<file path="config.mk">
export PLATFORM = sky130hd
export DESIGN_NAME = adc_result_control
export DESIGN_NICKNAME = d
export VERILOG_FILES = /design/src/core/adc_fmt_pkg.sv /design/src/core/adc_result_control.sv /design/src/core/adc_clock_divider.sv /design/src/core/adc_result_formatter.sv
export SDC_FILE = /design/constraint.sdc
export NUM_CORES = 1
export LEC_CHECK = 0
export BUFFER_PORTS_ARGS = -buffer_cell sky130_fd_sc_hd__buf_2
export CORE_ASPECT_RATIO = 2
export CORE_MARGIN = 10
export CORE_UTILIZATION = 40
export DETAILED_ROUTE_END_ITERATION = 8
export GPL_TIMING_DRIVEN = 0
export RECOVER_POWER = 25
export SLEW_MARGIN = 10
export SYNTH_ARGS = -nofsm -noshare
export SYNTH_HDL_FRONTEND = slang
export SYNTH_SLANG_ARGS = --single-unit
export TNS_END_PERCENT = 100
</file>
<file path="constraint.sdc">
create_clock -name core_clk -period 6.76 [get_ports core_clk]
set_clock_uncertainty 0.15 [all_clocks]
set_input_delay 0.338 -clock core_clk [delete_from_list [all_inputs] [get_ports core_clk]]
set_output_delay 0.338 -clock core_clk [all_outputs]
set_load 0.05 [all_outputs]
</file>
<file path="src/core/adc_fmt_pkg.sv">
// shared constants, field layouts and carrier types for the converter control block
package adc_fmt_pkg;

    // register byte offsets
    localparam logic [7:0] OFS_CONTROL_TWO = 8'h00;
    localparam logic [7:0] OFS_CONTROL_THREE = 8'h04;
    localparam logic [7:0] OFS_COMMAND = 8'h08;
    localparam logic [7:0] OFS_CONTROL_F = 8'h0c;
    localparam logic [7:0] OFS_POS_INPUT = 8'h10;
    localparam logic [7:0] OFS_NEG_INPUT = 8'h14;
    localparam logic [7:0] OFS_AMP_CONTROL = 8'h18;
    localparam logic [7:0] OFS_CONVERSION_RESULT = 8'h1c;
    localparam logic [7:0] OFS_LATEST_SAMPLE = 8'h20;

    // field positions
    localparam int DIV_SEL_LSB = 0;
    localparam int REF_SEL_LSB = 0;
    localparam int TIMEBASE_LSB = 8;
    localparam int MODE_LSB = 0;
    localparam int DIFFERENTIAL_SEL_BIT = 5;
    localparam int ACC_SEL_LSB = 0;
    localparam int LEFT_BIT = 4;
    localparam int RUN_BIT = 5;
    localparam int INPUT_LSB = 0;
    localparam int VIA_LSB = 6;
    localparam int AMP_EN_BIT = 0;
    localparam int GAIN_LSB = 1;
    localparam int BIAS_LSB = 5;

    // reset values
    localparam logic [2:0] DIV_SEL_RESET = 3'h0;
    localparam logic [2:0] REF_SEL_RESET = 3'h0;
    localparam logic [2:0] MODE_RESET = 3'h0;
    localparam logic [3:0] ACC_SEL_RESET = 4'h0;
    localparam logic [5:0] INPUT_RESET = 6'h00;
    localparam logic [1:0] VIA_RESET = 2'h0;
    localparam logic [2:0] GAIN_RESET = 3'h0;
    localparam logic [1:0] BIAS_RESET = 2'h0;

    // gain codes 0..4 are 1x,2x,4x,8x,16x
    localparam logic [2:0] GAIN_MAX = 3'h4;
    localparam logic [3:0] ACC_SEL_MAX = 4'ha;
    localparam logic [3:0] SCALE_BASE = 4'h4;

    // timebase: one microsecond in core_clk cycles, rounded up
    localparam int CLK_PERIOD_PS = 8000;
    localparam int TIMEBASE_NS = 1;
    localparam int TIMEBASE_CYCLES = (TIMEBASE_NS * 1000000 + CLK_PERIOD_PS - 1) / CLK_PERIOD_PS;
    localparam logic [7:0] TIMEBASE_RESET = TIMEBASE_CYCLES[7:0];

    typedef enum logic [2:0] {
        MODE_SINGLE8 = 3'h0,
        MODE_SINGLE12 = 3'h1,
        MODE_SERIES = 3'h2,
        MODE_SERIES_SCALED = 3'h3,
        MODE_BURST = 3'h4,
        MODE_BURST_SCALED = 3'h5
    } mode_type;

    typedef enum logic [0:0] {
        ACC_IDLE = 1'b0,
        ACC_RUN = 1'b1
    } acc_state_type;

    // one conversion delivered by the converter core
    typedef struct packed {
        logic valid;
        logic over;
        logic under;
        logic [11:0] data;
    } conv_in_type;

    // settings steering the analog side
    typedef struct packed {
        logic [5:0] positive_input_sel;
        logic [5:0] negative_input_sel;
        logic negative_used;
        logic [1:0] via_amp;
        logic [2:0] reference_sel;
        logic amp_enable;
        logic [2:0] gain;
        logic [1:0] amp_bias_sel;
        logic [7:0] timebase;
    } analog_ctl_type;

endpackage : adc_fmt_pkg

</file>
<file path="src/core/adc_result_control.sv">
// converter control: register file, accumulation, result packing, analog settings
// Behaviour
// - left adjust ignored in 8-bit single mode and in unscaled accumulation results; the sample register still applies it in accumulation modes
// - scaled mode, left adjust, count below 4: shift left by 4 minus count
// - differential results are two's complement, sign-extended through bit 31
// - 12-bit single with left adjust places conversion shifted left four
// - sample register formatted by mode, left adjust and differential selection
// - converter clock is core clock divided per divider select field
// - negative input used only for differential conversions
// - input and reference selections drive the analog side unbuffered
// - reference selected from field in third control register
// - gain amplifier offers 1x to 16x, usable in every mode
// - gain amplifier disabled after reset, inputs sampled directly
// - via-amplifier field shared between positive and negative input registers
// - amplifier bias select field held in amplifier control register
// - single-ended conversions clip to 0xfff above and 0x000 below range, before formatting
// - scaled accumulation with count 4 or more shifted right by count minus four after last sample
// - mode field encodes six operation modes 0 to 5
//
// The address-and-strobe port and the register addresses are this design's own decisions.
module adc_result_control (
    input wire logic core_clk,
    input wire logic reset,
    input wire logic [7:0] addr,
    input wire logic [31:0] wdata,
    input wire logic wr,
    input wire logic rd,
    output logic [31:0] rdata,
    input wire adc_fmt_pkg::conv_in_type conv_in,
    output adc_fmt_pkg::analog_ctl_type analog_ctl,
    output logic continuous_run,
    output logic sample_ready,
    output logic result_ready,
    output logic clk_adc
);
    logic [2:0] div_sel_ff;
    logic [2:0] nxt_div_sel;
    logic [2:0] ref_sel_ff;
    logic [2:0] nxt_ref_sel;
    logic [7:0] timebase_ff;
    logic [7:0] nxt_timebase;
    logic [2:0] mode_ff;
    logic [2:0] nxt_mode;
    logic differential_sel_ff;
    logic nxt_differential_sel;
    logic [3:0] acc_sel_ff;
    logic [3:0] nxt_acc_sel;
    logic left_ff;
    logic nxt_left;
    logic run_ff;
    logic nxt_run;
    logic [5:0] pos_ff;
    logic [5:0] nxt_pos;
    logic [5:0] neg_ff;
    logic [5:0] nxt_neg;
    logic [1:0] via_ff;
    logic [1:0] nxt_via;
    logic amp_en_ff;
    logic nxt_amp_en;
    logic [2:0] gain_ff;
    logic [2:0] nxt_gain;
    logic [1:0] bias_ff;
    logic [1:0] nxt_bias;

    logic [31:0] result_ff;
    logic [31:0] nxt_result;
    logic [15:0] sample_ff;
    logic [15:0] nxt_sample;
    logic [23:0] acc_ff;
    logic [23:0] nxt_acc;
    logic [10:0] cnt_ff;
    logic [10:0] nxt_cnt;
    adc_fmt_pkg::acc_state_type state_ff;
    adc_fmt_pkg::acc_state_type nxt_state;
    logic sready_ff;
    logic nxt_sready;
    logic rready_ff;
    logic nxt_rready;
    logic [31:0] rdata_ff;
    logic [31:0] nxt_rdata;
    adc_fmt_pkg::analog_ctl_type ctl_ff;
    adc_fmt_pkg::analog_ctl_type nxt_ctl;

    logic [11:0] conv_clipped;
    logic [23:0] acc_sum;
    logic [15:0] fmt_sample;
    logic [31:0] fmt_single;
    logic [31:0] fmt_accum;
    logic accum_mode;
    logic last_sample;
    logic restart;

    function automatic logic is_accum(input logic [2:0] m);
        is_accum = (m >= adc_fmt_pkg::MODE_SERIES) && (m <= adc_fmt_pkg::MODE_BURST_SCALED);
    endfunction : is_accum

    function automatic logic hit(input logic [7:0] a, input logic [7:0] ofs, input logic s);
        hit = s && (a == ofs);
    endfunction : hit

    adc_clock_divider divider (
        .core_clk(core_clk),
        .reset(reset),
        .clock_divider_sel(div_sel_ff),
        .clk_adc(clk_adc)
    );

    adc_result_formatter formatter (
        .mode(mode_ff),
        .left_align(left_ff),
        .differential_sel(differential_sel_ff),
        .accum_count_sel(acc_sel_ff),
        .conv(conv_clipped),
        .accum(nxt_acc),
        .sample_word(fmt_sample),
        .single_word(fmt_single),
        .accum_word(fmt_accum)
    );

    // control registers
    always_comb
    begin
        nxt_div_sel = div_sel_ff;
        nxt_ref_sel = ref_sel_ff;
        nxt_timebase = timebase_ff;
        nxt_mode = mode_ff;
        nxt_differential_sel = differential_sel_ff;
        nxt_acc_sel = acc_sel_ff;
        nxt_left = left_ff;
        nxt_run = run_ff;
        nxt_pos = pos_ff;
        nxt_neg = neg_ff;
        nxt_via = via_ff;
        nxt_amp_en = amp_en_ff;
        nxt_gain = gain_ff;
        nxt_bias = bias_ff;
        if (hit(addr, adc_fmt_pkg::OFS_CONTROL_TWO, wr))
        begin
            nxt_div_sel = wdata[adc_fmt_pkg::DIV_SEL_LSB +: 3];
        end
        if (hit(addr, adc_fmt_pkg::OFS_CONTROL_THREE, wr))
        begin
            nxt_ref_sel = wdata[adc_fmt_pkg::REF_SEL_LSB +: 3];
            nxt_timebase = wdata[adc_fmt_pkg::TIMEBASE_LSB +: 8];
        end
        if (hit(addr, adc_fmt_pkg::OFS_COMMAND, wr))
        begin
            // codes 6 and 7 are refused; the mode stays as it was
            if (wdata[adc_fmt_pkg::MODE_LSB +: 3] <= adc_fmt_pkg::MODE_BURST_SCALED)
            begin
                nxt_mode = wdata[adc_fmt_pkg::MODE_LSB +: 3];
            end
            nxt_differential_sel = wdata[adc_fmt_pkg::DIFFERENTIAL_SEL_BIT];
        end
        if (hit(addr, adc_fmt_pkg::OFS_CONTROL_F, wr))
        begin
            nxt_acc_sel = wdata[adc_fmt_pkg::ACC_SEL_LSB +: 4];
            if (nxt_acc_sel > adc_fmt_pkg::ACC_SEL_MAX)
            begin
                nxt_acc_sel = adc_fmt_pkg::ACC_SEL_MAX;
            end
            nxt_left = wdata[adc_fmt_pkg::LEFT_BIT];
            nxt_run = wdata[adc_fmt_pkg::RUN_BIT];
        end
        if (hit(addr, adc_fmt_pkg::OFS_POS_INPUT, wr))
        begin
            nxt_pos = wdata[adc_fmt_pkg::INPUT_LSB +: 6];
            nxt_via = wdata[adc_fmt_pkg::VIA_LSB +: 2];
        end
        if (hit(addr, adc_fmt_pkg::OFS_NEG_INPUT, wr))
        begin
            nxt_neg = wdata[adc_fmt_pkg::INPUT_LSB +: 6];
            nxt_via = wdata[adc_fmt_pkg::VIA_LSB +: 2];
        end
        if (hit(addr, adc_fmt_pkg::OFS_AMP_CONTROL, wr))
        begin
            nxt_amp_en = wdata[adc_fmt_pkg::AMP_EN_BIT];
            nxt_gain = wdata[adc_fmt_pkg::GAIN_LSB +: 3];
            if (nxt_gain > adc_fmt_pkg::GAIN_MAX)
            begin
                nxt_gain = adc_fmt_pkg::GAIN_MAX;
            end
            nxt_bias = wdata[adc_fmt_pkg::BIAS_LSB +: 2];
        end
    end

    always_ff @(posedge core_clk or posedge reset)
    begin
        if (reset)
        begin
            div_sel_ff <= adc_fmt_pkg::DIV_SEL_RESET;
            ref_sel_ff <= adc_fmt_pkg::REF_SEL_RESET;
            timebase_ff <= adc_fmt_pkg::TIMEBASE_RESET;
            mode_ff <= adc_fmt_pkg::MODE_RESET;
            differential_sel_ff <= 1'b0;
            acc_sel_ff <= adc_fmt_pkg::ACC_SEL_RESET;
            left_ff <= 1'b0;
            run_ff <= 1'b0;
            pos_ff <= adc_fmt_pkg::INPUT_RESET;
            neg_ff <= adc_fmt_pkg::INPUT_RESET;
            via_ff <= adc_fmt_pkg::VIA_RESET;
            amp_en_ff <= 1'b0;
            gain_ff <= adc_fmt_pkg::GAIN_RESET;
            bias_ff <= adc_fmt_pkg::BIAS_RESET;
        end
        else
        begin
            div_sel_ff <= nxt_div_sel;
            ref_sel_ff <= nxt_ref_sel;
            timebase_ff <= nxt_timebase;
            mode_ff <= nxt_mode;
            differential_sel_ff <= nxt_differential_sel;
            acc_sel_ff <= nxt_acc_sel;
            left_ff <= nxt_left;
            run_ff <= nxt_run;
            pos_ff <= nxt_pos;
            neg_ff <= nxt_neg;
            via_ff <= nxt_via;
            amp_en_ff <= nxt_amp_en;
            gain_ff <= nxt_gain;
            bias_ff <= nxt_bias;
        end
    end

    // accumulation and result capture
    always_comb
    begin
        accum_mode = is_accum(mode_ff);
        // any change of mode or count starts a fresh accumulation
        restart = hit(addr, adc_fmt_pkg::OFS_COMMAND, wr) || hit(addr, adc_fmt_pkg::OFS_CONTROL_F, wr);
        if (!differential_sel_ff && conv_in.over)
        begin
            conv_clipped = 12'hfff;
        end
        else if (!differential_sel_ff && conv_in.under)
        begin
            conv_clipped = 12'h000;
        end
        else
        begin
            conv_clipped = conv_in.data;
        end
        // idle means a fresh set: the previous finished sum is not added
        acc_sum = ((state_ff == adc_fmt_pkg::ACC_IDLE) ? 24'h000000 : acc_ff)
            + {{12{differential_sel_ff & conv_clipped[11]}}, conv_clipped};
        last_sample = (cnt_ff == 11'((12'h001 << acc_sel_ff) - 12'h001));
        nxt_state = state_ff;
        nxt_acc = acc_ff;
        nxt_cnt = cnt_ff;
        nxt_sample = sample_ff;
        nxt_result = result_ff;
        nxt_sready = 1'b0;
        nxt_rready = 1'b0;
        if (restart)
        begin
            nxt_state = adc_fmt_pkg::ACC_IDLE;
            nxt_acc = 24'h000000;
            nxt_cnt = 11'h000;
        end
        else if (conv_in.valid)
        begin
            nxt_sample = fmt_sample;
            nxt_sready = 1'b1;
            if (!accum_mode)
            begin
                nxt_result = fmt_single;
                nxt_rready = 1'b1;
            end
            else
            begin
                nxt_acc = acc_sum;
                if (last_sample)
                begin
                    // scaling seen by the formatter is applied to the final sum
                    nxt_result = fmt_accum;
                    nxt_rready = 1'b1;
                    nxt_state = adc_fmt_pkg::ACC_IDLE;
                    nxt_cnt = 11'h000;
                end
                else
                begin
                    nxt_state = adc_fmt_pkg::ACC_RUN;
                    nxt_cnt = cnt_ff + 11'h001;
                end
            end
        end
    end

    // a finished sum stays until the next set begins
    always_ff @(posedge core_clk or posedge reset)
    begin
        if (reset)
        begin
            state_ff <= adc_fmt_pkg::ACC_IDLE;
            acc_ff <= 24'h000000;
            cnt_ff <= 11'h000;
            sample_ff <= 16'h0000;
            result_ff <= 32'h00000000;
            sready_ff <= 1'b0;
            rready_ff <= 1'b0;
        end
        else
        begin
            state_ff <= nxt_state;
            acc_ff <= nxt_acc;
            cnt_ff <= nxt_cnt;
            sample_ff <= nxt_sample;
            result_ff <= nxt_result;
            sready_ff <= nxt_sready;
            rready_ff <= nxt_rready;
        end
    end

    // analog settings and read port
    always_comb
    begin
        nxt_ctl.positive_input_sel = nxt_pos;
        nxt_ctl.negative_input_sel = nxt_differential_sel ? nxt_neg : adc_fmt_pkg::INPUT_RESET;
        nxt_ctl.negative_used = nxt_differential_sel;
        nxt_ctl.via_amp = nxt_via;
        nxt_ctl.reference_sel = nxt_ref_sel;
        nxt_ctl.amp_enable = nxt_amp_en;
        nxt_ctl.gain = nxt_gain;
        nxt_ctl.amp_bias_sel = nxt_bias;
        nxt_ctl.timebase = nxt_timebase;
        nxt_rdata = 32'h00000000;
        if (rd)
        begin
            unique case (addr)
                adc_fmt_pkg::OFS_CONTROL_TWO: nxt_rdata[adc_fmt_pkg::DIV_SEL_LSB +: 3] = div_sel_ff;
                adc_fmt_pkg::OFS_CONTROL_THREE:
                begin
                    nxt_rdata[adc_fmt_pkg::REF_SEL_LSB +: 3] = ref_sel_ff;
                    nxt_rdata[adc_fmt_pkg::TIMEBASE_LSB +: 8] = timebase_ff;
                end
                adc_fmt_pkg::OFS_COMMAND:
                begin
                    nxt_rdata[adc_fmt_pkg::MODE_LSB +: 3] = mode_ff;
                    nxt_rdata[adc_fmt_pkg::DIFFERENTIAL_SEL_BIT] = differential_sel_ff;
                end
                adc_fmt_pkg::OFS_CONTROL_F:
                begin
                    nxt_rdata[adc_fmt_pkg::ACC_SEL_LSB +: 4] = acc_sel_ff;
                    nxt_rdata[adc_fmt_pkg::LEFT_BIT] = left_ff;
                    nxt_rdata[adc_fmt_pkg::RUN_BIT] = run_ff;
                end
                adc_fmt_pkg::OFS_POS_INPUT:
                begin
                    nxt_rdata[adc_fmt_pkg::INPUT_LSB +: 6] = pos_ff;
                    nxt_rdata[adc_fmt_pkg::VIA_LSB +: 2] = via_ff;
                end
                adc_fmt_pkg::OFS_NEG_INPUT:
                begin
                    nxt_rdata[adc_fmt_pkg::INPUT_LSB +: 6] = neg_ff;
                    nxt_rdata[adc_fmt_pkg::VIA_LSB +: 2] = via_ff;
                end
                adc_fmt_pkg::OFS_AMP_CONTROL:
                begin
                    nxt_rdata[adc_fmt_pkg::AMP_EN_BIT] = amp_en_ff;
                    nxt_rdata[adc_fmt_pkg::GAIN_LSB +: 3] = gain_ff;
                    nxt_rdata[adc_fmt_pkg::BIAS_LSB +: 2] = bias_ff;
                end
                adc_fmt_pkg::OFS_CONVERSION_RESULT: nxt_rdata = result_ff;
                adc_fmt_pkg::OFS_LATEST_SAMPLE: nxt_rdata[15:0] = sample_ff;
                default: nxt_rdata = 32'h00000000;
            endcase
        end
    end

    always_ff @(posedge core_clk or posedge reset)
    begin
        if (reset)
        begin
            rdata_ff <= 32'h00000000;
            ctl_ff <= '0;
            ctl_ff.timebase <= adc_fmt_pkg::TIMEBASE_RESET;
        end
        else
        begin
            rdata_ff <= nxt_rdata;
            ctl_ff <= nxt_ctl;
        end
    end

    assign rdata = rdata_ff;
    assign analog_ctl = ctl_ff;
    assign continuous_run = run_ff;
    assign sample_ready = sready_ff;
    assign result_ready = rready_ff;
endmodule : adc_result_control

</file>
<file path="src/core/adc_clock_divider.sv">
// converter clock derived from core_clk by a power-of-two divider
module adc_clock_divider (
    input wire logic core_clk,
    input wire logic reset,
    input wire logic [2:0] clock_divider_sel,
    output logic clk_adc
);
    logic [7:0] cnt_ff;
    logic [7:0] nxt_cnt;
    logic clk_ff;
    logic nxt_clk;
    logic [7:0] half;

    // divide by 2^(sel+1): toggle every 2^sel cycles
    always_comb
    begin
        half = 8'h01 << clock_divider_sel;
        nxt_cnt = cnt_ff + 8'h01;
        nxt_clk = clk_ff;
        if (nxt_cnt >= half)
        begin
            nxt_cnt = 8'h00;
            nxt_clk = ~clk_ff;
        end
    end

    always_ff @(posedge core_clk or posedge reset)
    begin
        if (reset)
        begin
            cnt_ff <= 8'h00;
            clk_ff <= 1'b0;
        end
        else
        begin
            cnt_ff <= nxt_cnt;
            clk_ff <= nxt_clk;
        end
    end

    assign clk_adc = clk_ff;
endmodule : adc_clock_divider

</file>
<file path="src/core/adc_result_formatter.sv">
// combinational formatting of sample, single and accumulated results
module adc_result_formatter (
    input wire logic [2:0] mode,
    input wire logic left_align,
    input wire logic differential_sel,
    input wire logic [3:0] accum_count_sel,
    input wire logic [11:0] conv,
    input wire logic [23:0] accum,
    output logic [15:0] sample_word,
    output logic [31:0] single_word,
    output logic [31:0] accum_word
);
    logic [15:0] scaled;
    logic signed [23:0] sacc;

    function automatic logic [15:0] ext12(input logic [11:0] v, input logic s);
        ext12 = {{4{s & v[11]}}, v};
    endfunction : ext12

    always_comb
    begin
        sacc = $signed(accum);
        if (mode == adc_fmt_pkg::MODE_SINGLE8)
        begin
            sample_word = {{8{differential_sel & conv[7]}}, conv[7:0]};
        end
        else if (left_align)
        begin
            sample_word = {conv, 4'h0};
        end
        else
        begin
            sample_word = ext12(conv, differential_sel);
        end
        single_word = {{16{differential_sel & sample_word[15]}}, sample_word};
        if (accum_count_sel >= adc_fmt_pkg::SCALE_BASE)
        begin
            scaled = 16'(sacc >>> (accum_count_sel - adc_fmt_pkg::SCALE_BASE));
        end
        else if (left_align)
        begin
            scaled = 16'(accum << (adc_fmt_pkg::SCALE_BASE - accum_count_sel));
        end
        else
        begin
            scaled = accum[15:0];
        end
        if (mode == adc_fmt_pkg::MODE_SERIES_SCALED || mode == adc_fmt_pkg::MODE_BURST_SCALED)
        begin
            accum_word = {{16{differential_sel & scaled[15]}}, scaled};
        end
        else
        begin
            // unscaled: left adjust ignored, full 24 bits kept
            accum_word = {{8{differential_sel & accum[23]}}, accum};
        end
    end
endmodule : adc_result_formatter

</file>
Yosys cells after proc, flatten, opt, wreduce, memory -nomap -nowiden
Cells that the tools add are included.
- register bits: 177
- bits in latches: 0
- RAM bits: 0
- bits in read-only memories: 0
- output and inout bits: 68
- logic and storage cells: 128
- memories: 0
- add/sub/neg operators: 6
- multiply operators: 0
- divide/modulo/power cells: 0
- magnitude comparators: 7
- equality and inequality tests: 12
- shifts and indexed selects: 4
- mux-type cells: 44
- bitwise operators: 7
- reduce and logical (&&, ||, !) cells: 23
- operators by type and width (kind ; number):
    $mux 32 ; 4
    $mux 24 ; 4
    $mux 16 ; 5
    $mux 11 ; 4
    $eq 8x5->1 const B ; 4
    $pmux 3 s9 ; 1
    $add 24x24->24 ; 1
    $mux 12 ; 2
    $pmux 8 s3 ; 1
    $shl 24x4->16 ; 1
    $sshr 24x4->16 ; 1
    $eq 8x4->1 const B ; 2
    $mux 6 ; 2
    $add 11x1->11 const B ; 1
    $eq 11x11->1 ; 1
    $mux 1 ; 11
    $shl 1x4->11 const A ; 1
    $sub 11x1->11 const B ; 1
    $logic_and 1x1->1 ; 10
    $add 8x1->8 const B ; 1
    $eq 8x3->1 const B ; 1
    $eq 8x6->1 const B ; 1
    $ge 8x8->1 ; 1
    $logic_not 8->1 ; 1
    other kinds (29) ; 41

Depth between registers and ports, before layout
Gate-level depths: netlist of run 1.
- word-level depth: 16
- depth in mapped cells: 21

Modules after synthesis
From an unflattened synthesis of run 1, not the netlist that was laid out.
- cell total of the unflattened synthesis: 1368
- area total of the unflattened synthesis: 12764.7 sq um
- by module, submodules not included (module ; instances ; cells each ; area an instance (sq um)):
    adc_result_control ; 1 ; 964 ; 9054.9
    adc_result_formatter ; 1 ; 342 ; 3076.7
    adc_clock_divider ; 1 ; 62 ; 633.1

Worst setup path after synthesis of run 1
OpenSTA, ideal clock, no wires.
- path type: register to register
- from: register acc_sel_ff[0]
- to: register result_ff[0]
- library setup time: 0.110 ns
- arrival time: 4.693 ns
- setup slack: 1.807 ns
- cell stages (with the launch flop): 20
- period minus slack after synthesis: 4.953 ns
- path through: dfrtp_1 > clkbuf_1 > inv_1 > clkbuf_1 > clkbuf_1 > ha_1 > ha_1 > clkbuf_1 > nand2_1 > ha_1 > nor2b_1 > mux2_2 > a21oi_1 > o22ai_1 > xor2_1 > nor4_1 > o21ai_0 > clkbuf_1 > buf_1 > o41ai_1
- cells in the longest elaborated chain, start to end: 7
- elaborated cells between the ends (all ways): 15
- RTL lines (item ; line ; text):
    start: declaration ; adc_result_control.sv:46 ; logic [3:0] acc_sel_ff;
    start signal: assignment ; adc_result_control.sv:196 ; acc_sel_ff <= adc_fmt_pkg::ACC_SEL_RESET;
    start signal: assignment ; adc_result_control.sv:213 ; acc_sel_ff <= nxt_acc_sel;
    $sub 3x4->4 ; adc_result_formatter.sv:42 ; scaled = 16'(accum << (adc_fmt_pkg::SCALE_BASE - accum_count_sel));
    $shl 24x4->16 ; adc_result_formatter.sv:42 ;
    $mux 16 ; adc_result_formatter.sv:40 ; else if (left_align)
    $mux 16 ; adc_result_formatter.sv:36 ; if (accum_count_sel >= adc_fmt_pkg::SCALE_BASE)
    $mux 32 ; adc_result_formatter.sv:48 ; if (mode == adc_fmt_pkg::MODE_SERIES_SCALED || mode == adc_fmt_pkg::MODE_BURST_SCALED)
    $mux 32 ; adc_result_control.sv:272 ; if (last_sample)
    $mux 32 ; adc_result_control.sv:264 ; if (!accum_mode)
    end signal: assignment ; adc_result_control.sv:308 ; result_ff <= nxt_result;
    end: declaration ; adc_result_control.sv:65 ; logic [31:0] result_ff;
Several ways; a longest one is shown, not always the timed one. The select of a mux whose other input is x is not followed.
A chain may end at the register's enable or synchronous reset.

==> results of run 1 <==
[path summary, 6_finish.rpt]
| check | start | to | depth (start not counted) |
|---|---|---|---|
| setup / recovery | analog_ctl[19] | result_ff[16] | 17 |
| hold / removal | wdata[4] | left_ff | 2 |
| setup reg to reg | analog_ctl[19] | result_ff[16] | 17 |
| hold reg to reg | divider.clk_adc | divider.clk_adc | 1 |
| max in group asynchronous | reset | acc_sel_ff[0] | 4 |
| min in group asynchronous | reset | rdata[13] | 3 |
[metal layers]
metal | track usage, % | wire, um | vias to the layer above
li1 | - | - | 5835
met1 | 26.1 | 18700 | 6234
met2 | 51.1 | 29400 | 594
met3 | 4.80 | 2830 | 232
met4 | 24.6 | 5680 | 0
met5 | 0 | 0 | -
[stage by stage]
stage,TNS (ns),instances,total power (W),worst slack (ns),hold WS (ns)
global placement,-59.01,2018,0.00299,-1.14,0.303
CTS,0,2063,0.00405,0.0115,0.0114
floorplan,0,1493,0.00235,1.81,0.294
finish,0,2064,0.00410,0.228,0.0101
detailed placement,-3.38,2020,0.00299,-0.357,0.242
global route,0,2064,0.00427,0.0106,0.0168
[logic make-up (layout without fill, tap and decap cells)]
kind of cell               Yosys count  after routing
DFF                                163            163
AOI/OAI and AO/OA                  440            440
xor gates and xnor gates            34             34
adders and majority gates           42             42
buffers and inverters              160            313
muxes                               91             91
and+or+nand+nor                    563            563
[cell usage in the layout, fill, tap and decap left out, types with 20 or more instances in the layout]
cell / n
a21oi_1: 67
nand2b_1: 24
mux2i_1: 30
nor2_1: 105
nand3_1: 41
nor3_1: 34
o211ai_1: 26
ha_1: 39
nand2_1: 201
buf_2: 95
clkbuf_1: 109
o21ai_0: 99
mux2_2: 50
dfrtp_1: 157
xnor2_1: 20
inv_1: 35
and3_1: 25
and2_1: 36
[critical path, cell delays in order (launching register included)]
cell and delay (ns):
dfrtp_1 0.62, buf_2 0.45, nand2b_1 0.16, clkbuf_1 0.24, nand2_1 0.21, ha_1 0.34
clkbuf_1 0.34, a21oi_1 0.21, o21ai_0 0.40, a31oi_1 0.15, a211oi_1 0.53, a21oi_1 0.21
mux2i_1 0.23, o21ai_1 0.73, nor3_1 0.16, nor4b_2 0.69, a32oi_2 0.31, o221ai_1 0.29
[power by group through the flow]
stage               logic (W)  clock network (W)  registers (W)
finish                0.00185            0.00105        0.00120
detailed placement    0.00178                  0        0.00121
global placement      0.00178                  0        0.00121
global route          0.00197            0.00110        0.00121
floorplan             0.00114                  0        0.00121
CTS                   0.00180            0.00106        0.00119
[registers in the layout, summed over array words and instances (netlist names)]
name             cells
cnt_ff              11
continuous_run       1
acc_sel_ff           4
left_ff              1
mode_ff              3
div_sel_ff           3
sample_ready         1
state_ff             1
sample_ff           16
acc_ff              24
divider.cnt_ff       8
rdata               25
result_ready         1
divider.clk_adc      1
result_ff           25
neg_ff               6
analog_ctl          32
[area by class of cell]
type | instances | area (um2) | area share, %
tap | 418 | 523 | 3.64
clock inverter | 15 | 194 | 1.35
buffer | 117 | 522 | 3.63
inverter | 42 | 161 | 1.12
clock buffer | 17 | 425 | 2.96
sequential | 163 | 4090 | 28.4
multi-input combinational | 1170 | 7830 | 54.5
timing repair buffer | 122 | 634 | 4.41
[what timing repair did]
item / CTS / global route
buffers inserted: 0 / 2
hold endpoints to repair: 61 / 0
pin swaps: 1 / 1
gates resized for setup: 3 / 6
hold buffers: 11 / 0
endpoints found under the setup margin: 12 / 23
==> results.txt, run 1 <==
- Static timing analysis puts the maximum clock frequency at roughly 150 MHz.
- The number of endpoints with negative hold slack in the final report was 0.
- Global-route wire length before repair: roughly 83,000 um
- Residual antenna-violating net count after detailed routing: 0
- At the pin with the least slew margin, the transition time is 2.83 ns.
- The final critical path takes up 96.6% of the cycle.
* I/O pin count: 127
* Initial cell density of the core: 40.6%
- In the synthesized netlist the dominant register cell turns out to be dfrtp_1.
- Number of max-capacitance violations reported: 2
* Antenna violations before repair: 1
* Clock Path Buffers: 2
- Fraction of power spent switching nets: 45.7%
* Relative area change from synthesis to final layout: 14.4%
- Outcome: finished, violations left
- After Yosys synthesis, full adders, half adders and majority gates account for between 4 and 5% of the synthesized area.
- Synth Area in Simple Gates: 21.8%
- The worst setup path is launched from a flip-flop.
* Yosys reg bits: 163
- Fill cell total of the finished layout: 3,228
* Pleak: 6.16 nW
* List of most frequent post-synthesis cells: nand2_1 (201), dfrtp_1 (157), nor2_1 (106)
- Final design utilization: a little under half
* CTS Root Cell: clkbuf_16
- Crit end category: flip-flop
* Net switching power figure: 0.00188 W
* Iteration-0 DRC count of the detailed router: 993
* Max-slew violations: between 150 and 200
* Data arrival time at the worst-slack endpoint: 6.75 ns
- In this run the tool buffered the top-level ports with 107 buffer cells.
- In this run, synthesis inferred 0 flip-flops with an integrated enable.
- The top cell type by area accounts for 31.3% of the synthesized area.
- CTS built an H-tree with a depth of 4.
* Chip height: around 270 um
- TritonCTS sink count: between 150 and 200
- Of all cell types, the one taking the most synthesized area is dfrtp_1.
* Post-detailed-placement cell area: roughly 14,000 um2
- Cell area after technology mapping: between 10,000 and 15,000 um2
- Final setup violating endpoints: 0
- Dividing the synthesized area by the synthesized cell count gives 8.41 um2.
- The via count of the first global-routing pass was between 10,000 and 15,000.
- Setup repair after global routing left no endpoint under its margin.
- Across the VDD grid, the largest voltage drop is 0.000203 V.
* Detailed placement HPWL: roughly 45,000 um
* Residual overflow from global routing: 0
- Counting I/O delays and the setup requirement, the final critical path takes about 6.5 ns.
- Largest family of logic cells by synthesized area: compound AO/OA/AOI/OAI gates
* Vias: between 10,000 and 15,000
* Most frequent cell after synthesis: nand2_1
- Fin nets: 1,732
- Clock Power Share: 25.7%
* DRC viols: 0
- Vias per Instance: 6.25
- Required time at the worst-slack endpoint: around 7 ns
* Type of the tightest min-delay check: in -> reg
- Synthesis produced roughly 1,500 cells.
* Source-to-sink clock delay at the later pin of the worst-skew pair: 0.47 ns
- CTS tree: done
- Synthesis produced a netlist with a net count of 1,592.
* Synth async-reset ratio: 100%
- Combinational logic is responsible for 45.1% of the overall power.
- Setup slack on the worst reg-to-reg path comes out at 0.23 ns.
- Internal Pwr Total: 0.00223 W
* Worst Setup Path Type: reg -> reg
- In this run the core area contains just over 90 standard-cell rows.
- Clock slew at the register clock pins of the worst setup and hold paths: about 0.08 ns
* Placeable Area: 31,000 um2
* Total global-route track usage: between 20% and 30%
* Total wire length after detailed routing: between 50,000 and 60,000 um
* Fraction of final layout cells with drive strength greater than 1: 15.8%
* Cell types with the largest area share after synthesis: dfrtp_1 (31%), nand2_1 (6.0%), mux2_2 (4.5%)
* Worst relative slew slack: -88.9%
- The Yosys step of the flow raised 0 warnings.
* Diodes inserted: 0
- In the final routed layout, each cell accounts on average for 27.4 um.
- Measured against the total synthesized area, the mux share comes to 8.84%.
- Sequential group share of total power: 29.2%
- Counting the buffers created by CTS gives 17.
- In this run the worst path has a maximum fanout of 10.
- Entering global routing, the biggest net connects 110 pins.
- Of the total synthesized cell area, the portion taken by XOR and XNOR cells is 2.49%.
- Placer congestion estimate: approximately 1.0
- Number of iterations in the first detailed-routing pass: 5
- Measured along the x axis, the die boundary spans around 150 um.
- Cell area after layout: 14,400 um2
- The synthesized netlist devotes around a quarter of its cell area to compound gates.
- The die covers 39,300 um2.
* Sequential share of the synthesized area: 32.5%
- Ratio of total power to cell area: about 290 nW/um2
- The synthesized netlist contains 97 unique library cells.
* Violations in the final reports: max-capacitance violations, max-slew violations
(Power assumes the default switching activity.)
==> inputs of run 2 (changes only) <==
--- a/config.mk
+++ b/config.mk
@@ -5,11 +5,11 @@
 export SDC_FILE = /design/constraint.sdc
 export NUM_CORES = 1
 export LEC_CHECK = 0
-export BUFFER_PORTS_ARGS = -buffer_cell sky130_fd_sc_hd__buf_2
 export CORE_ASPECT_RATIO = 2
-export CORE_MARGIN = 10
+export CORE_MARGIN = 2
 export CORE_UTILIZATION = 40
 export DETAILED_ROUTE_END_ITERATION = 8
+export DONT_BUFFER_PORTS = 1
 export GPL_TIMING_DRIVEN = 0
 export RECOVER_POWER = 25
 export SLEW_MARGIN = 10
==> run 2 against run 1 <==
Against the previous run:
- the flow still finishes with violations (max-capacitance violations, max-slew violations)
- first-iteration DRC count fell by 6.1%
- die area fell by 16%
- power fell by 0.64%
- combinational power fell by 2%
- design area fell by 3.1%
- fmax decreased by 0.92%
- hold slack improved by 0.012 ns
- final cell count fell by 4.8%
- clock-buffer cell count is the same
- clock power hardly changed
- critical endpoint is now result_ff[10]
==> results.txt, run 2 (synthesis gave the netlist of run 1 again) <==
* Period Utilization, post-route: 97.5% (+0.89 points)
* CTS tree: done
- RSZ-0062 raised after global routing: no
- STA classifies the critical path endpoint as a flip-flop.
- Clock Path Buffers: 2 (unchanged)
* Horizontal extent of the die: 129 um (-11%)
- Fraction of final layout cells with drive strength greater than 1: 12.0% (-3.8 points)
- The clock latency of the later-clocked register in the worst-skew pair came to 0.47 ns (about the same).
- The via-per-instance ratio is 6.32 (+1.2%).
- The number of levels in the clock H-tree came to 4 (unchanged).
- The number of max-slew violations in the final report was 166 (unchanged).
- Final Worst Setup Slack: 0.168 ns (-0.0603 ns)
- Buffers added on ports: 0 (-100%)
- The startpoint identified for the worst hold timing path is wr.
* Worst Setup Path Type: reg -> reg
- The library cells used most frequently in the layout, excluding fill and tap cells, are nand2_1 (201), dfrtp_1 (157), nor2_1 (105).
* Per-cell routed wire length: 28.0 um (+2.3%)
- The worst slew margin relative to its limit came to -91.2% (-2.3 points).
- The final wirelength was 55,100 um (-2.6%).
* Global-route wire length before repair: 81,300 um (-2.5%)
- Internal Pwr Total: 0.00218 W (-2.1%)
* Cells on worst reg2reg path: 16 (-1)
- The number of stages on the worst hold path came to 2 (unchanged).
* Required time at the worst-slack endpoint: 6.93 ns (-0.05 ns)
- The number of placed instances with taps included was 1,913 (-5.3%).
- The arrival time of data at the critical path endpoint is 6.76 ns (about the same).
* Fin nets: 1,633 (-5.7%)
- Type of the tightest min-delay check: in -> reg
- Destination of the worst hold path: div_sel_ff[0]
- In this run the worst setup path begins at state_ff.
- Number of max-capacitance violations reported: 2 (unchanged)
* Total die area: 32,900 um2 (-16%)
* Antenna violations before repair: 0 (-1)
- CTS Root Cell: clkbuf_16
- Commonest non-fill, non-tap cell in the layout: nand2_1
- The clock net sink count came to 163 (unchanged).
- The power density over the cells came to 293 nW/um2 (+2.5%).
- FF-to-FF setup slack: 0.17 ns (-0.06 ns)
- Residual overflow from global routing: 0 (unchanged)
* Placeable Area: 30,900 um2 (-0.37%)
- Highest Clock Rate: 152 MHz (-0.92%)
- The leakage power figure was 5.79 nW (-5.9%).
* Reg2Reg Capture Point: result_ff[10]
- Time the worst path needs with I/O delays and setup: 6.59 ns (+0.0603 ns)
* Total global-route track usage: 34.0% (+6.0 points)
- The number of antenna cells inserted is 0 (unchanged).
- Fraction of power spent switching nets: 46.5% (+0.82 points)
* Crit start category: flip-flop
* Vias: 12,400 (-3.7%)
- The flow ran to the end, but the final reports show violations.
- Final design utilization: 45.2% (-1.3 points)
- Violations in the final reports: max-capacitance violations, max-slew violations
- The maximum ir drop on the vdd rail came to 0.000208 V (+2.2%).
- The slew at the pin closest to its max-slew limit came to 2.87 ns (+0.0346 ns).
- Chip height: 255 um (-5.9%)
* Final setup violating endpoints: 0 (unchanged)
- The remaining antenna violation count came to 0 (unchanged).
- The flip-flop count of the largest register after layout came to 32 (unchanged).
- Iteration-0 DRC count of the detailed router: 932 (-6.1%)
* Number of iterations in the first detailed-routing pass: 5 (unchanged)
- The share of total power in combinational logic is 44.4% (-0.7 points).
* Critical Path Fanout Max: 10 (unchanged)
- Clock Power Share: 25.2% (-0.5 points)
* Pre-CTS setup slack: -0.298 ns (+0.0592 ns)
- Placer congestion estimate: 1.03 (+2.7%)
- Worst-case hold slack: 0.0217 ns (+0.0115 ns)
- The final HPWL from detailed placement came to 43,600 um (-3.4%).
- The CTS buffer count was 17 (unchanged).
* Non-filler instance count after layout: 1,965 (-4.8%)
* Via count of the first global-routing pass: 12,600 (-2.3%)
- RR Startpoint: state_ff
* Net switching power figure: 0.00190 W (+1.1%)
* Sequential group share of total power: 30.4% (+1.2 points)
* I/O pin count: 127 (unchanged)
* Relative area change from synthesis to final layout: 10.9%
- Clock slew at the register clock pins of the worst setup and hold paths: 0.08 ns (about the same)
- DRC viols: 0 (unchanged)
* Maximum number of pins on one net before global-route repair: 113 (+2.7%)
- The total number of placement rows is 91 (unchanged).
- The initial cell density of the core was 40.7% (+0.15 points).
* Hold violation total from the final report: 0 (unchanged)
## run 2: cell types whose count changed in the layout (fill, tap and decap cells not counted), sizes merged
| cell | change |
|---|---|
| buf | -76 |
| bufinv | -1 |
| clkbuf | -29 |
| clkinv | +4 |
| clkinvlp | -3 |
| dlygate4sd3 | +6 |
## run 2: layout make-up
type                       instances  area, um2
clock buffer                      17        425
fill                            3072      16900
tap                              418        523
buffer                           118        522
clock inverter                    15        171
sequential                       163       4090
inverter                          42        161
multi-input combinational       1170       7840
timing repair buffer              22        205
## run 2: how the worst max path moves through the flow
stage                               end  slack (ns)  depth (start not counted)
after global routing      result_ff[10]        0.02                         16
after CTS                  result_ff[3]        0.02                         21
after floorplan            result_ff[0]        1.81                         19
after global placement     result_ff[1]       -1.24                         20
after detailed placement  result_ff[18]       -0.30                         16
final                     result_ff[10]        0.17                         16
## run 2: power groups by stage
stage	registers (W)	logic (W)	clock network [W]
6_report	0.00124	0.00181	0.00103
5_1_grt	0.00125	0.00192	0.00108
4_1_cts	0.00123	0.00174	0.00103
3_5_place_dp	0.00125	0.00172	0
3_3_place_gp	0.00125	0.00171	0
2_1_floorplan	0.00121	0.00114	0
## run 2: critical path, cell delays in order, from the launching register on
cell and delay, ns:
dfrtp_1 0.56, buf_2 0.30, clkbuf_1 0.53, clkbuf_1 0.52, and2_1 0.22, ha_1 0.22, clkbuf_1 0.21, a21oi_1 0.30
o21ai_0 0.23, or2_2 0.36, a22oi_1 0.43, nand2_1 0.37, mux4_2 0.56, o211ai_1 0.20, o311ai_1 0.23, nor4_1 0.93
o21ai_1 0.11
## run 2: per-stage QoR
stage / power, W / setup TNS, ns / instance area [um2]
2_1_floorplan: 0.00235 / 0 / 12600
3_3_place_gp: 0.00296 / -33.48 / 13100
3_5_place_dp: 0.00297 / -2.69 / 13100
4_1_cts: 0.00401 / 0 / 13900
5_1_grt: 0.00425 / 0 / 13900
6_report: 0.00408 / 0 / 13900
## run 2: what timing repair did
item                       4_1_cts  5_1_grt
hold endpoints to repair        90        0
setup buffers                    0        3
cloned                           0        0
setup endpoints to repair       11       24
pin swaps                        0        1
resized for setup                2        9
hold buffers                    17        0
## run 2: per-layer routing
layer,routed length (um),track usage [%]
met2,28000,59.5
met5,0,0
met3,2880,7.32
met1,17700,31.9
met4,6450,32.5
==> inputs of run 3 (changes only) <==
--- a/config.mk
+++ b/config.mk
@@ -7,10 +7,11 @@
 export LEC_CHECK = 0
 export CORE_ASPECT_RATIO = 2
 export CORE_MARGIN = 2
-export CORE_UTILIZATION = 40
+export CORE_UTILIZATION = 52
 export DETAILED_ROUTE_END_ITERATION = 8
 export DONT_BUFFER_PORTS = 1
 export GPL_TIMING_DRIVEN = 0
+export PLACE_DENSITY = 0.67
 export RECOVER_POWER = 25
 export SLEW_MARGIN = 10
 export SYNTH_ARGS = -nofsm -noshare
==> run 3 against run 2 <==
Against the previous run:
- the flow still finishes with violations (max-capacitance violations, max-slew violations)
- die area decreased by 23%
- first-iteration DRC count is 26% higher
- wire length shrank 1.9%
- largest cell class unchanged
- critical path depth grew 3
- clock-buffer cell count is 1 higher
- sequential cell count is the same
- clock power is 10% lower
- final cell count shrank 7.0%
- non-clock buffer count is 6 lower
- largest power group unchanged
- sequential share of layout area rose by 0.59 points
- utilization rose by 12 points
- critical path type unchanged
==> results.txt, run 3 (synthesis gave the netlist of run 1 again) <==
- The clock-pin slew of the registers on the worst-case setup and hold paths came to 0.07 ns (about the same).
- Number of iterations in the first detailed-routing pass: 9 (+4)
- Placer congestion estimate: 1.11 (+7.2%)
- The layout filler cell count is 2,266 (-26%).
- Std-Cell Rows: 80 (-12%)
* CTS H-tree lvls: 4 (unchanged)
- In this run the most critical hold path is launched from wr.
- Worst relative slew slack: -93.9% (-2.8 points)
- Setup repair after global routing left no endpoint under its margin.
* I/O pin count: 127 (unchanged)
- The remaining antenna violation count came to 0 (unchanged).
- Critical Path Fanout Max: 12 (+2)
- Hold violation total from the final report: 0 (unchanged)
* FF-to-FF setup slack: 0.37 ns (+0.20 ns)
- The maximum clock frequency is 157 MHz (+3.2%).
* Iteration-0 DRC count of the detailed router: 1,175 (+26%)
* Crit start category: flip-flop
* CTS Root Cell: clkbuf_16
- The initial cell density of the core was 52.7% (+12 points).
- The share of the clock period used by the worst path after layout came to 94.5% (-3.0 points).
* Violations in the final reports: max-capacitance violations, max-slew violations
* Worst vdd rail ir drop: 0.000200 V (-3.5%)
- The first-pass GRT wire length was 80,500 um (-1.1%).
- The min-delay analysis places its worst path in the category in -> reg.
* Fin nets: 1,627 (-0.37%)
- Max-slew violations: 166 (unchanged)
* Maximum number of pins on one net before global-route repair: 104 (-8.0%)
- The initial antenna violation count was 0 (unchanged).
- The power density over the cells was 291 nW/um2 (-0.62%).
* Commonest non-fill, non-tap cell in the layout: nand2_1
- The total area of multi-input combinational cells is 7820 um2 (-0.30%).
- Total wire length after detailed routing: 54,000 um (-1.9%)
- The shortest clock period the worst path allows after layout was 6.39 ns (-0.204 ns).
- The pre-CTS worst setup slack was -0.443 ns (-0.144 ns).
- The buffer levels on the longest clock path came to 2 (unchanged).
- Worst setup startpoint: acc_sel_ff[0]
- TritonCTS sink count: 163 (unchanged)
- The flow ran to the end, but the final reports show violations.
- The via-per-instance ratio is 7.03 (+11%).
- The chip height came to 224 um (-12%).
* RR Startpoint: acc_sel_ff[0]
- The number of buffers added for setup after CTS was 0 (unchanged).
* Final Worst Setup Slack: 0.371 ns (+0.204 ns)
- The number of antenna cells inserted came to 0 (unchanged).
* Number of flip-flops under the largest register name: 32 (unchanged)
- Total Power: 0.00397 W (-2.6%)
- The overall fraction of global-route tracks in use is 42.9% (+8.9 points).
- The width of the chip came to 114 um (-12%).
- The number of setup violations in the final report is 0 (unchanged).
- The number of vias after detailed routing came to 12,900 (+3.5%).
- Source-to-sink clock delay at the later pin of the worst-skew pair: 0.45 ns (-0.02 ns)
- The footprint of the flip-flops and latches is 4090 um2 (unchanged).
- The post-route DRC violation count was 0 (unchanged).
* Buffers added on ports: 0 (unchanged)
* Number of max-capacitance violations reported: 2 (unchanged)
- Actual transition at the worst max-transition pin: 2.89 ns (+0.0254 ns)
* CTS tree: done
- The share of cells above drive strength 1 is 11.3% (-0.67 points).
- Residual overflow from global routing: 0 (unchanged)
- The CTS buffer count came to 17 (unchanged).
- By startpoint and endpoint, the worst setup path is classified as reg -> reg.
- Leaving out fill and tap cells, the most frequent cells in the layout are nand2_1 (201), dfrtp_1 (157), nor2_1 (106).
* Per-cell routed wire length: 29.6 um (+5.4%)
- Placeable Area: 23,800 um2 (-23%)
- The total die area came to 25,500 um2 (-23%).
* Required time at the worst-slack endpoint: 6.95 ns (+0.02 ns)
- The leakage power figure came to 5.74 nW (-0.94%).
* Crit end category: flip-flop
* Data arrival time at the worst-slack endpoint: 6.58 ns (-0.18 ns)
* Setup_tns: 0 ns (unchanged)
- The via count of the first global-routing pass came to 12,900 (+2.2%).
- Detailed placement HPWL: 42,300 um (-3.2%)
- Relative area change from synthesis to final layout: 8.75%
[run 3: layout make-up]
cell class	count	share of cell area (%)
flip-flops and latches	163	29.9
repair buffers	18	1.28
inverters	42	1.18
clock buffers	18	3.21
well taps	287	2.63
multi-input cells	1170	57.2
clock inverters	14	0.779
plain buffers	116	3.78
[run 3: report_power, final]
part           internal [W]  total (W)  switching, W
Sequential          0.00109    0.00125      0.000159
Clock              0.000483   0.000927      0.000444
Combinational      0.000563    0.00180       0.00123
[run 3: repair_timing]
action                                  CTS  global route
endpoints found under the hold margin    94             0
endpoints found under the setup margin   25            24
hold buffers                             17             0
gates resized for setup                   2             4
[run 3: worst paths after layout]
kind	end	cells past startpoint
worst max-delay path	result_ff[6]	19
max in group asynchronous	neg_ff[5]	3
worst max register to register	result_ff[6]	19
worst min-delay path	analog_ctl[17]	2
worst min register to register	sample_ff[6]	2
min in group asynchronous	result_ready	2
[run 3: per-stage QoR]
stage,area (um2),hold WS (ns),instances,util [%]
finish,13700,0.00823,1828,57.3
global route,13700,0.0185,1828,57.3
CTS,13700,0.00134,1830,57.5
detailed placement,13000,0.106,1781,54.4
global placement,12900,0.312,1780,54.2
floorplan,12600,0.294,1493,-
[run 3: worst max-delay path, stage by stage, from the launching register on]
cell and delay [ns]:
dfrtp_1 0.37, clkbuf_1 0.55, inv_1 0.46, clkbuf_1 0.40, ha_1 0.35, ha_1 0.21
clkbuf_1 0.23, nand2_1 0.15, ha_1 0.34, nor2b_1 0.23, mux2_2 0.35, a21oi_1 0.17
o22ai_1 0.10, xor2_1 0.18, nor4_4 0.52, o21ai_1 0.25, inv_1 0.29, buf_1 0.56
o211ai_1 0.18, o22a_1 0.20
[run 3: per-layer routing]
| layer | GRT usage (%) | vias to the layer above | part of all wire, % |
|---|---|---|---|
| li1 | - | 5617 | - |
| met1 | 38.9 | 6127 | 31 |
| met2 | 74.1 | 782 | 50 |
| met3 | 10.3 | 329 | 6.4 |
| met4 | 44.4 | 0 | 13 |
| met5 | 0 | - | 0 |
